==> config.mk <==
export PLATFORM = sky130hd
export DESIGN_NAME = graphics_dram_timing_ctrl
export DESIGN_NICKNAME = d
export VERILOG_FILES = /design/src/core/dram_timing_pkg.sv /design/src/core/graphics_dram_timing_ctrl.sv /design/src/core/dot_divider.sv
export SDC_FILE = /design/constraint.sdc
export NUM_CORES = 1
export LEC_CHECK = 0
export BUFFER_PORTS_ARGS = -buffer_cell sky130_fd_sc_hd__buf_2
export CORE_ASPECT_RATIO = 0.5
export CORE_MARGIN = 3
export CORE_UTILIZATION = 57
export CTS_CLUSTER_SIZE = 40
export DETAILED_ROUTE_END_ITERATION = 12
export PLACE_DENSITY = 0.87
export SLEW_MARGIN = 10
export SYNTH_ARGS = -nofsm -noshare
export SYNTH_HDL_FRONTEND = slang
export SYNTH_HIERARCHICAL = 1
export SYNTH_SLANG_ARGS = --single-unit
==> constraint.sdc <==
create_clock -name i_sys_clk -period 3.4 [get_ports i_sys_clk]
set_clock_uncertainty 0.05 [all_clocks]
set_input_delay 0.17 -clock i_sys_clk [delete_from_list [all_inputs] [get_ports i_sys_clk]]
set_output_delay 0.17 -clock i_sys_clk [all_outputs]
set_load 0.01 [all_outputs]
==> src/core/dram_timing_pkg.sv <==
// Purpose: shared constants for the graphics memory timing sequencer
// Assumes: the system clock stands in for the dot clock
// Notes:   tap positions pick divider outputs that place the column address, column strobe, output enable and write strobe edges
package dram_timing_pkg;

	// clock
	localparam int unsigned CLK_PERIOD_NS = 40;

	// divider
	localparam int unsigned DIV_WIDTH     = 3;
	localparam logic [2:0]  DIV_RST       = 3'h0;
	localparam int unsigned TAP_A         = 0;
	localparam int unsigned TAP_C         = 1;
	localparam int unsigned TAP_WORD      = 2;

	// multiplexed bus fields
	localparam int unsigned BUS_WIDTH     = 16;
	localparam int unsigned ROW_LSB       = 0;
	localparam int unsigned ROW_MSB       = 7;
	localparam int unsigned COL_LSB       = 8;
	localparam int unsigned COL_MSB       = 13;
	localparam int unsigned SEL_LSB       = 14;
	localparam int unsigned SEL_MSB       = 15;
	localparam int unsigned ADDR_WIDTH    = 8;
	localparam int unsigned NUM_ROWS      = 4;

	// write strobe delay in tap C periods
	localparam int unsigned WE_DELAY      = 2;

	// reset values
	localparam logic [15:0] BUS_RST       = 16'h0000;
	localparam logic [7:0]  ADDR_RST      = 8'h00;
	localparam logic [3:0]  CAS_IDLE      = 4'hF;

	typedef enum logic [4:0] {
		S_IDLE = 5'b00001,
		S_ROW  = 5'b00010,
		S_COL  = 5'b00100,
		S_CAS  = 5'b01000,
		S_DATA = 5'b10000
	} seq_state_e;

endpackage

==> src/core/graphics_dram_timing_ctrl.sv <==
// Purpose: row/column, output enable and write strobes for a 4-row dram array
// Assumes: all inputs synchronous to i_sys_clk; the clock is the dot clock
// Notes:   strobes are registered, active low, inactive between cycles
// Function
// - latch strobe fall: row strobe, address latch
// - word clock rise: switch to column address
// - row bits 0-7, column bits 8-13
// - next tap A rise: common column strobe
// - bits 14-15 pick one column strobe
// - row strobe to all rows always
// - tap C rise after column: output enable
// - output enable only display or rmw
// - one shared output enable for rows
// - latch strobe rise ends every cycle
// - read gate rise drops output enable
// - write strobe: read gate two tap C
// - timing from binary dot clock divider
// - one of four planes per access
// - display fetches refresh the array
`timescale 1ns/100ps
`default_nettype none
module graphics_dram_timing_ctrl #(
	parameter int unsigned DIV_WIDTH = dram_timing_pkg::DIV_WIDTH
) (
	// clock and reset
	input  wire logic        i_sys_clk,
	input  wire logic        i_sys_rst,
	// display controller
	input  wire logic        i_ale,
	input  wire logic [15:0] i_ad,
	input  wire logic        i_read_gate_n,
	input  wire logic        i_video_off,
	// memory array
	output logic             o_ras_n,
	output logic             o_row_col_select,
	output logic [7:0]       o_mem_addr,
	output logic             o_col_strobe_common_n,
	output logic [3:0]       o_cas_n,
	output logic             o_oe_n,
	output logic             o_we_n
);

	logic [DIV_WIDTH-1:0] tap;
	logic [DIV_WIDTH-1:0] tap_rise;
	logic                 word_rise;
	logic                 a_rise;
	logic                 c_rise;

	dot_divider #(
		.WIDTH (DIV_WIDTH)
	) u_div (
		.i_sys_clk  (i_sys_clk),
		.i_sys_rst  (i_sys_rst),
		.o_tap      (tap),
		.o_tap_rise (tap_rise)
	);

	assign word_rise = tap_rise[dram_timing_pkg::TAP_WORD];
	assign a_rise    = tap_rise[dram_timing_pkg::TAP_A];
	assign c_rise    = tap_rise[dram_timing_pkg::TAP_C];

	function automatic logic [3:0] decode_cas(input logic enable, input logic [1:0] sel);
		decode_cas = enable ? ~(4'h1 << sel) : dram_timing_pkg::CAS_IDLE;
	endfunction

	// sequence state
	dram_timing_pkg::seq_state_e state;
	dram_timing_pkg::seq_state_e next_state;
	logic                        ale_prev;
	logic                        next_ale_prev;
	logic [15:0]                 bus_lat;
	logic [15:0]                 next_bus_lat;
	logic                        ale_fall;

	assign ale_fall = ale_prev & ~i_ale;

	always_comb begin
		next_state    = state;
		next_bus_lat  = bus_lat;
		next_ale_prev = i_ale;
		if (i_ale) begin
			next_state = dram_timing_pkg::S_IDLE;
		end else begin
			unique case (state)
				dram_timing_pkg::S_IDLE: begin
					if (ale_fall) begin
						next_state   = dram_timing_pkg::S_ROW;
						next_bus_lat = i_ad;
					end
				end
				dram_timing_pkg::S_ROW: begin
					if (word_rise) begin
						next_state = dram_timing_pkg::S_COL;
					end
				end
				dram_timing_pkg::S_COL: begin
					if (a_rise) begin
						next_state = dram_timing_pkg::S_CAS;
					end
				end
				dram_timing_pkg::S_CAS: begin
					if (c_rise) begin
						next_state = dram_timing_pkg::S_DATA;
					end
				end
				dram_timing_pkg::S_DATA: begin
					next_state = dram_timing_pkg::S_DATA;
				end
				default: begin
					next_state = dram_timing_pkg::S_IDLE;
				end
			endcase
		end
	end

	always_ff @(posedge i_sys_clk) begin
		if (i_sys_rst) begin
			state    <= dram_timing_pkg::S_IDLE;
			ale_prev <= 1'b1;
			bus_lat  <= dram_timing_pkg::BUS_RST;
		end else begin
			state    <= next_state;
			ale_prev <= next_ale_prev;
			bus_lat  <= next_bus_lat;
		end
	end

	// read gate tracking and write delay
	logic                                   rg_seen;
	logic                                   next_rg_seen;
	logic                                   oe_done;
	logic                                   next_oe_done;
	logic [dram_timing_pkg::WE_DELAY-1:0]   we_sh;
	logic [dram_timing_pkg::WE_DELAY-1:0]   next_we_sh;
	logic                                   in_cycle;

	assign in_cycle = (next_state != dram_timing_pkg::S_IDLE);

	always_comb begin
		next_rg_seen = 1'b0;
		next_oe_done = 1'b0;
		next_we_sh   = '0;
		if (in_cycle) begin
			// no status tells rmw from refresh, so the read gate itself marks it
			next_rg_seen = rg_seen | ~i_read_gate_n;
			next_oe_done = oe_done | (rg_seen & i_read_gate_n);
			next_we_sh   = we_sh;
			if (c_rise) begin
				next_we_sh = {we_sh[dram_timing_pkg::WE_DELAY-2:0], next_rg_seen};
			end
		end
	end

	always_ff @(posedge i_sys_clk) begin
		if (i_sys_rst) begin
			rg_seen <= 1'b0;
			oe_done <= 1'b0;
			we_sh   <= '0;
		end else begin
			rg_seen <= next_rg_seen;
			oe_done <= next_oe_done;
			we_sh   <= next_we_sh;
		end
	end

	// registered strobes
	logic       next_ras_n;
	logic       next_rcs;
	logic [7:0] next_mem_addr;
	logic       next_ccs_n;
	logic [3:0] next_cas_n;
	logic       next_oe_n;
	logic       next_we_n;
	logic       col_phase;
	logic       cas_phase;

	always_comb begin
		col_phase = (next_state == dram_timing_pkg::S_COL) ||
			(next_state == dram_timing_pkg::S_CAS) ||
			(next_state == dram_timing_pkg::S_DATA);
		cas_phase = (next_state == dram_timing_pkg::S_CAS) ||
			(next_state == dram_timing_pkg::S_DATA);
		// every row sees the row strobe; selection is by column strobe only
		next_ras_n = ~in_cycle;
		next_rcs   = ~col_phase;
		if (col_phase) begin
			next_mem_addr = {2'b00,
				next_bus_lat[dram_timing_pkg::COL_MSB:dram_timing_pkg::COL_LSB]};
		end else if (ale_fall) begin
			next_mem_addr = i_ad[dram_timing_pkg::ROW_MSB:dram_timing_pkg::ROW_LSB];
		end else begin
			next_mem_addr = o_mem_addr;
		end
		next_ccs_n = ~cas_phase;
		next_cas_n = decode_cas(cas_phase,
			next_bus_lat[dram_timing_pkg::SEL_MSB:dram_timing_pkg::SEL_LSB]);
		// blank with read gate idle means refresh: output enable stays high
		next_oe_n = ~((next_state == dram_timing_pkg::S_DATA) && !next_oe_done &&
			(!i_video_off || !i_read_gate_n));
		next_we_n = ~(in_cycle && next_we_sh[dram_timing_pkg::WE_DELAY-1]);
	end

	always_ff @(posedge i_sys_clk) begin
		if (i_sys_rst) begin
			o_ras_n               <= 1'b1;
			o_row_col_select      <= 1'b1;
			o_mem_addr            <= dram_timing_pkg::ADDR_RST;
			o_col_strobe_common_n <= 1'b1;
			o_cas_n               <= dram_timing_pkg::CAS_IDLE;
			o_oe_n                <= 1'b1;
			o_we_n                <= 1'b1;
		end else begin
			o_ras_n               <= next_ras_n;
			o_row_col_select      <= next_rcs;
			o_mem_addr            <= next_mem_addr;
			o_col_strobe_common_n <= next_ccs_n;
			o_cas_n               <= next_cas_n;
			o_oe_n                <= next_oe_n;
			o_we_n                <= next_we_n;
		end
	end

	// checks
	ras_on_fall_a: assert property (@(posedge i_sys_clk) disable iff (i_sys_rst)
		($fell(i_ale) && state == dram_timing_pkg::S_IDLE) |=>
			(!o_ras_n && o_row_col_select && o_mem_addr == $past(i_ad[7:0])))
		else $error("row strobe or row address missing after latch strobe fall");

	mux_on_word_a: assert property (@(posedge i_sys_clk) disable iff (i_sys_rst)
		(state == dram_timing_pkg::S_ROW && word_rise && !i_ale) |=>
			(!o_row_col_select && o_mem_addr == {2'b00, bus_lat[13:8]}))
		else $error("column address not presented on word clock rise");

	cas_after_mux_a: assert property (@(posedge i_sys_clk) disable iff (i_sys_rst)
		(state == dram_timing_pkg::S_COL && a_rise && !i_ale) |=>
			(!o_col_strobe_common_n && !o_row_col_select && !o_ras_n))
		else $error("common column strobe late or out of order");

	one_row_cas_a: assert property (@(posedge i_sys_clk) disable iff (i_sys_rst)
		!o_col_strobe_common_n |-> (o_cas_n == ~(4'h1 << bus_lat[15:14])))
		else $error("column strobe decode does not match latched select bits");

	oe_after_cas_a: assert property (@(posedge i_sys_clk) disable iff (i_sys_rst)
		!o_oe_n |-> (!o_col_strobe_common_n && !o_ras_n))
		else $error("output enable without column strobe");

	refresh_oe_a: assert property (@(posedge i_sys_clk) disable iff (i_sys_rst)
		!o_oe_n |-> (!$past(i_video_off) || !$past(i_read_gate_n)))
		else $error("output enable driven on a refresh cycle");

	end_cycle_a: assert property (@(posedge i_sys_clk) disable iff (i_sys_rst)
		i_ale |=> (o_ras_n && o_row_col_select && o_cas_n == 4'hF && o_oe_n && o_we_n))
		else $error("strobes not released by latch strobe rise");

	read_end_a: assert property (@(posedge i_sys_clk) disable iff (i_sys_rst)
		($rose(i_read_gate_n) && rg_seen && !i_ale) |=> o_oe_n [*2])
		else $error("output enable held after read gate rise");

	we_rmw_only_a: assert property (@(posedge i_sys_clk) disable iff (i_sys_rst)
		!o_we_n |-> (rg_seen && !o_ras_n))
		else $error("write strobe without read gate in this cycle");

	we_delay_a: assert property (@(posedge i_sys_clk) disable iff (i_sys_rst)
		($fell(o_we_n)) |-> ($past(c_rise) && $past(we_sh[0])))
		else $error("write strobe not placed on second tap C rise");

	// structural checks on the registered strobes
	idle_quiet_a: assert property (@(posedge i_sys_clk) disable iff (i_sys_rst)
		(state == dram_timing_pkg::S_IDLE) |-> (o_ras_n && o_row_col_select &&
			o_col_strobe_common_n && o_cas_n == dram_timing_pkg::CAS_IDLE && o_oe_n && o_we_n))
		else $error("strobe active while sequencer idle");

	cas_needs_ras_a: assert property (@(posedge i_sys_clk) disable iff (i_sys_rst)
		(o_cas_n != dram_timing_pkg::CAS_IDLE) |-> !o_ras_n)
		else $error("column strobe without row strobe");

	one_plane_a: assert property (@(posedge i_sys_clk) disable iff (i_sys_rst)
		$onehot0(~o_cas_n))
		else $error("more than one column strobe active");

	oe_one_row_a: assert property (@(posedge i_sys_clk) disable iff (i_sys_rst)
		!o_oe_n |-> $onehot(~o_cas_n))
		else $error("output enable without exactly one selected row");

	cas_col_addr_a: assert property (@(posedge i_sys_clk) disable iff (i_sys_rst)
		!o_col_strobe_common_n |-> !o_row_col_select)
		else $error("column strobe while row address selected");

	col_addr_a: assert property (@(posedge i_sys_clk) disable iff (i_sys_rst)
		!o_row_col_select |-> (o_mem_addr == {2'b00, bus_lat[13:8]}))
		else $error("column address does not match latched bus");

	// the low address bits are the refresh address, so the row must be exact
	row_addr_a: assert property (@(posedge i_sys_clk) disable iff (i_sys_rst)
		(!o_ras_n && o_row_col_select) |-> (o_mem_addr == bus_lat[7:0]))
		else $error("row address does not match latched bus");

	ale_ends_a: assert property (@(posedge i_sys_clk) disable iff (i_sys_rst)
		(state != dram_timing_pkg::S_IDLE && i_ale) |=> (state == dram_timing_pkg::S_IDLE))
		else $error("sequencer not idle after latch strobe rise");

	// the first edge after reset repeats the reset count, so it is skipped
	divider_step_a: assert property (@(posedge i_sys_clk) disable iff (i_sys_rst)
		!$past(i_sys_rst) |-> (tap == DIV_WIDTH'($past(tap) + 1'b1)))
		else $error("dot clock divider did not count by one");

endmodule
`default_nettype wire

==> src/core/dot_divider.sv <==
// Purpose: free running binary divider of the dot clock with tap rise pulses
// Assumes: synchronous active high reset
// Notes:   the pulse marks the first cycle that a tap is high
`timescale 1ns/100ps
`default_nettype none
module dot_divider #(
	parameter int unsigned WIDTH = dram_timing_pkg::DIV_WIDTH
) (
	// clock and reset
	input  wire logic             i_sys_clk,
	input  wire logic             i_sys_rst,
	// taps
	output logic [WIDTH-1:0]      o_tap,
	output logic [WIDTH-1:0]      o_tap_rise
);

	logic [WIDTH-1:0] count;
	logic [WIDTH-1:0] prev;
	logic [WIDTH-1:0] next_count;
	logic [WIDTH-1:0] next_prev;

	function automatic logic [WIDTH-1:0] rose(input logic [WIDTH-1:0] cur,
			input logic [WIDTH-1:0] old);
		rose = cur & ~old;
	endfunction

	always_comb begin
		next_count = count + WIDTH'(1);
		next_prev  = count;
	end

	always_ff @(posedge i_sys_clk) begin
		if (i_sys_rst) begin
			count <= WIDTH'(dram_timing_pkg::DIV_RST);
			prev  <= WIDTH'(dram_timing_pkg::DIV_RST);
		end else begin
			count <= next_count;
			prev  <= next_prev;
		end
	end

	assign o_tap      = count;
	assign o_tap_rise = rose(count, prev);

endmodule
`default_nettype wire

==> summary.txt <==
status -> completed
fin crit share -> 68.1%
gr ovfl total -> 0
mapped cell area -> 1760 um^2
CTS max path bufs -> 2
Setup Buffers After CTS -> 0
# diodes -> 0
ranking of synthesized cells by area -> dfxtp_1 47%, mux2i_1 6.3%, mux2_4 5.1%
GRT met3 Usage -> 8.20%
Max-Cap Viols -> 0
height of the die -> 45.3 um
synth warn -> 6
post-layout util -> 73.2%
Post-Syn Instances -> 182
RSZ-0062 raised after global routing -> no
Synth Area per Inst -> 9.67 um^2
row count -> 13
met1 GRT Util -> 24.8%
final wirelength -> 3480 um
#FFs+latches synth -> 41
FF-to-FF path depth -> 5
fillers -> 224
final setup fails -> 0
area leader, netlist -> dfxtp_1
Hold Path Class -> in -> reg
Max Slew Vio Count -> 0
DRC -> 0
initial antenna violation count -> 0
Die Area -> 3830 um^2
First-pass DRT Iterations -> 4
vias in the first global route -> 1444
minimum clock period -> 2310 ps
critical path capture point type -> flop
ANT nets after route -> 0
HPWL after detailed placement -> 2470 um
Slew @ Worst Pin -> 820 ps
worst hold path stage count -> 3
DR vias -> 1374
PortBufs -> 37
cts bufs inserted -> 5
Pwr Density -> 481 nW/um^2
post-synthesis sequential area ratio -> 46.6%
Resize count post-CTS -> 0
top-level port count -> 38
hold buffer count at CTS -> 0
Initial Utilization -> 63.7%
maximum vdd drop -> 0.000277 V
Slew Limit Headroom -> 45.2%
gpl congestion -> 0.806
Fin Setup TNS -> 0 ps
first-pass GRT wire length -> 6260 um
nature of the critical path startpoint -> flop
Nets -> 239
Synth top area share -> 46.6%
post-synth cell types -> 38
grt met2 use -> 36.4%
Pleak -> 0.860 nW
Layout area overhead -> 15.0%
Storage cell area -> 821 um^2
area of the multi-input gates -> 861 um^2
gr busiest metal -> met2
vias per cell -> 5.39
Iter 0 DRT Violations -> 67
CTS root buffer -> clkbuf_8
CTS tree -> done
Crit Path Class -> reg -> reg
GRT Total Usage -> 21.4%
Clk pin slew, worst setup/hold paths -> 80 ps
Mapped Nets -> 204
largest net degree at the start of global routing -> 27
CP required -> 3540 ps
critical-path maximum fanout -> 17
Die Wd -> 84.6 um
clk_lat worst skew -> 300 ps
core area -> 2770 um^2
layout cells sized above 1 -> 27.5%
final hold viol count -> 0
sinks on the clock net -> 41
Max Clk Rate -> 432 MHz
Critical Path AT -> 2460 ps
drt wl/cell -> 13.7 um
H-Tree Depth -> 2
[final timing paths]
path / start / to / slack [ps]
worst max-delay path: ale_prev / o_mem_addr[5] / 1090
worst min-delay path: i_video_off / o_oe_n / 40
worst max register to register: ale_prev / o_mem_addr[5] / 1090
worst min register to register: u_div/o_tap[0] / u_div/o_tap[0] / 420
[where the power goes]
group          total (mW)  internal, mW  switching (mW)  leakage (nW)
Combinational       0.123        0.0585          0.0650         0.474
Clock               0.335         0.164           0.171        0.0512
Sequential          0.515         0.502          0.0131         0.335
[flip-flops by register name (all words and copies together), names as in the netlist]
signal and flops:
o_oe_n 1, o_mem_addr 8, u_div/o_tap 3, o_ras_n 1
bus_lat 8, ale_prev 1, o_col_strobe_common_n 1, o_row_col_select 1
u_div/prev 3, o_cas_n 4, we_sh 2, rg_seen 1
o_we_n 1, oe_done 1, state 5
[cells by family after synthesis]
family          after synthesis  synth area share (%)
xor+xnor                      2                 0.995
mux                          17                  11.4
buf+inv                      13                  4.48
simple gates                 83                  25.7
fa+ha+maj                     1                 0.711
compound gates               25                  10.1
flops                        41                  46.6
[routing by layer]
layer  part of all wire (%)  vias up
li1                       -      683
met2                     46       39
met4                    1.5        0
met5                      0        -
met1                     47      648
met3                    5.8        4
[synthesized netlist by cell type]
cell type   n
mux2_4      6
xor2_1      1
a31o_2      1
and3b_1     2
nor3_1      3
buf_6       3
nor3_4      1
nand3_1     4
nand4b_1    1
nor2_1     20
buf_2       3
a211oi_1    1
dfxtp_1    41
a21oi_1    10
nand4_1     2
xnor2_1     1
or2_2       2
o2111a_1    1
nand3_4     1
nand2b_1    7
buf_4       1
a21oi_2     1
mux2i_1    11
clkbuf_1    2
inv_1       4
ha_1        1
nand2_1    20
nor2b_4     1
a2111o_1    1
or3_1       2
o21ai_0     6
a32oi_2     1
and2b_1     1
a41oi_1     1
o21bai_1    1
nor3b_1     4
o211a_4     1
nor2b_1    12
[area by class of cell]
class	count	share of cell area (%)
multi-input cells	128	42.5
clock inverters	2	0.680
clock buffers	6	4.08
inverters	4	0.742
well taps	37	2.29
repair buffers	37	9.15
flip-flops and latches	41	40.5
[critical path, stage by stage, from the launching register on]
cell     delay, ps
dfxtp_1        320
nor2b_1        660
nand3_4        390
a32oi_2        340
nor2b_4        130
mux2_4         310
[stage by stage]
step	cells	setup slack (ps)	power, mW	instance area, um^2	hold WS [ps]
2_1_floorplan	182	1560	0.615	1760	187
3_3_place_gp	247	1170	0.644	1930	341
3_5_place_dp	247	1100	0.649	1930	345
4_1_cts	255	1090	0.984	2020	32.8
5_1_grt	255	937	1.02	2020	54.4
6_report	255	1090	0.974	2020	42.1
[layout by cell type (no fill, tap or decap), drive strengths merged, types with 2 or more instances in the layout]
cell,Yosys,layout
nand4,2,2
nor2,20,20
o21ai,6,6
inv,4,4
nor2b,13,13
nor3,4,4
and3b,2,2
clkbuf,2,6
mux2,6,6
nor3b,4,4
a21oi,11,11
clkinv,0,2
nand2b,7,7
nand3,5,5
buf,7,37
or3,2,2
nand2,20,20
mux2i,11,11
or2,2,2
dfxtp,41,41
Note: power is estimated with default switching activity, not from simulation.
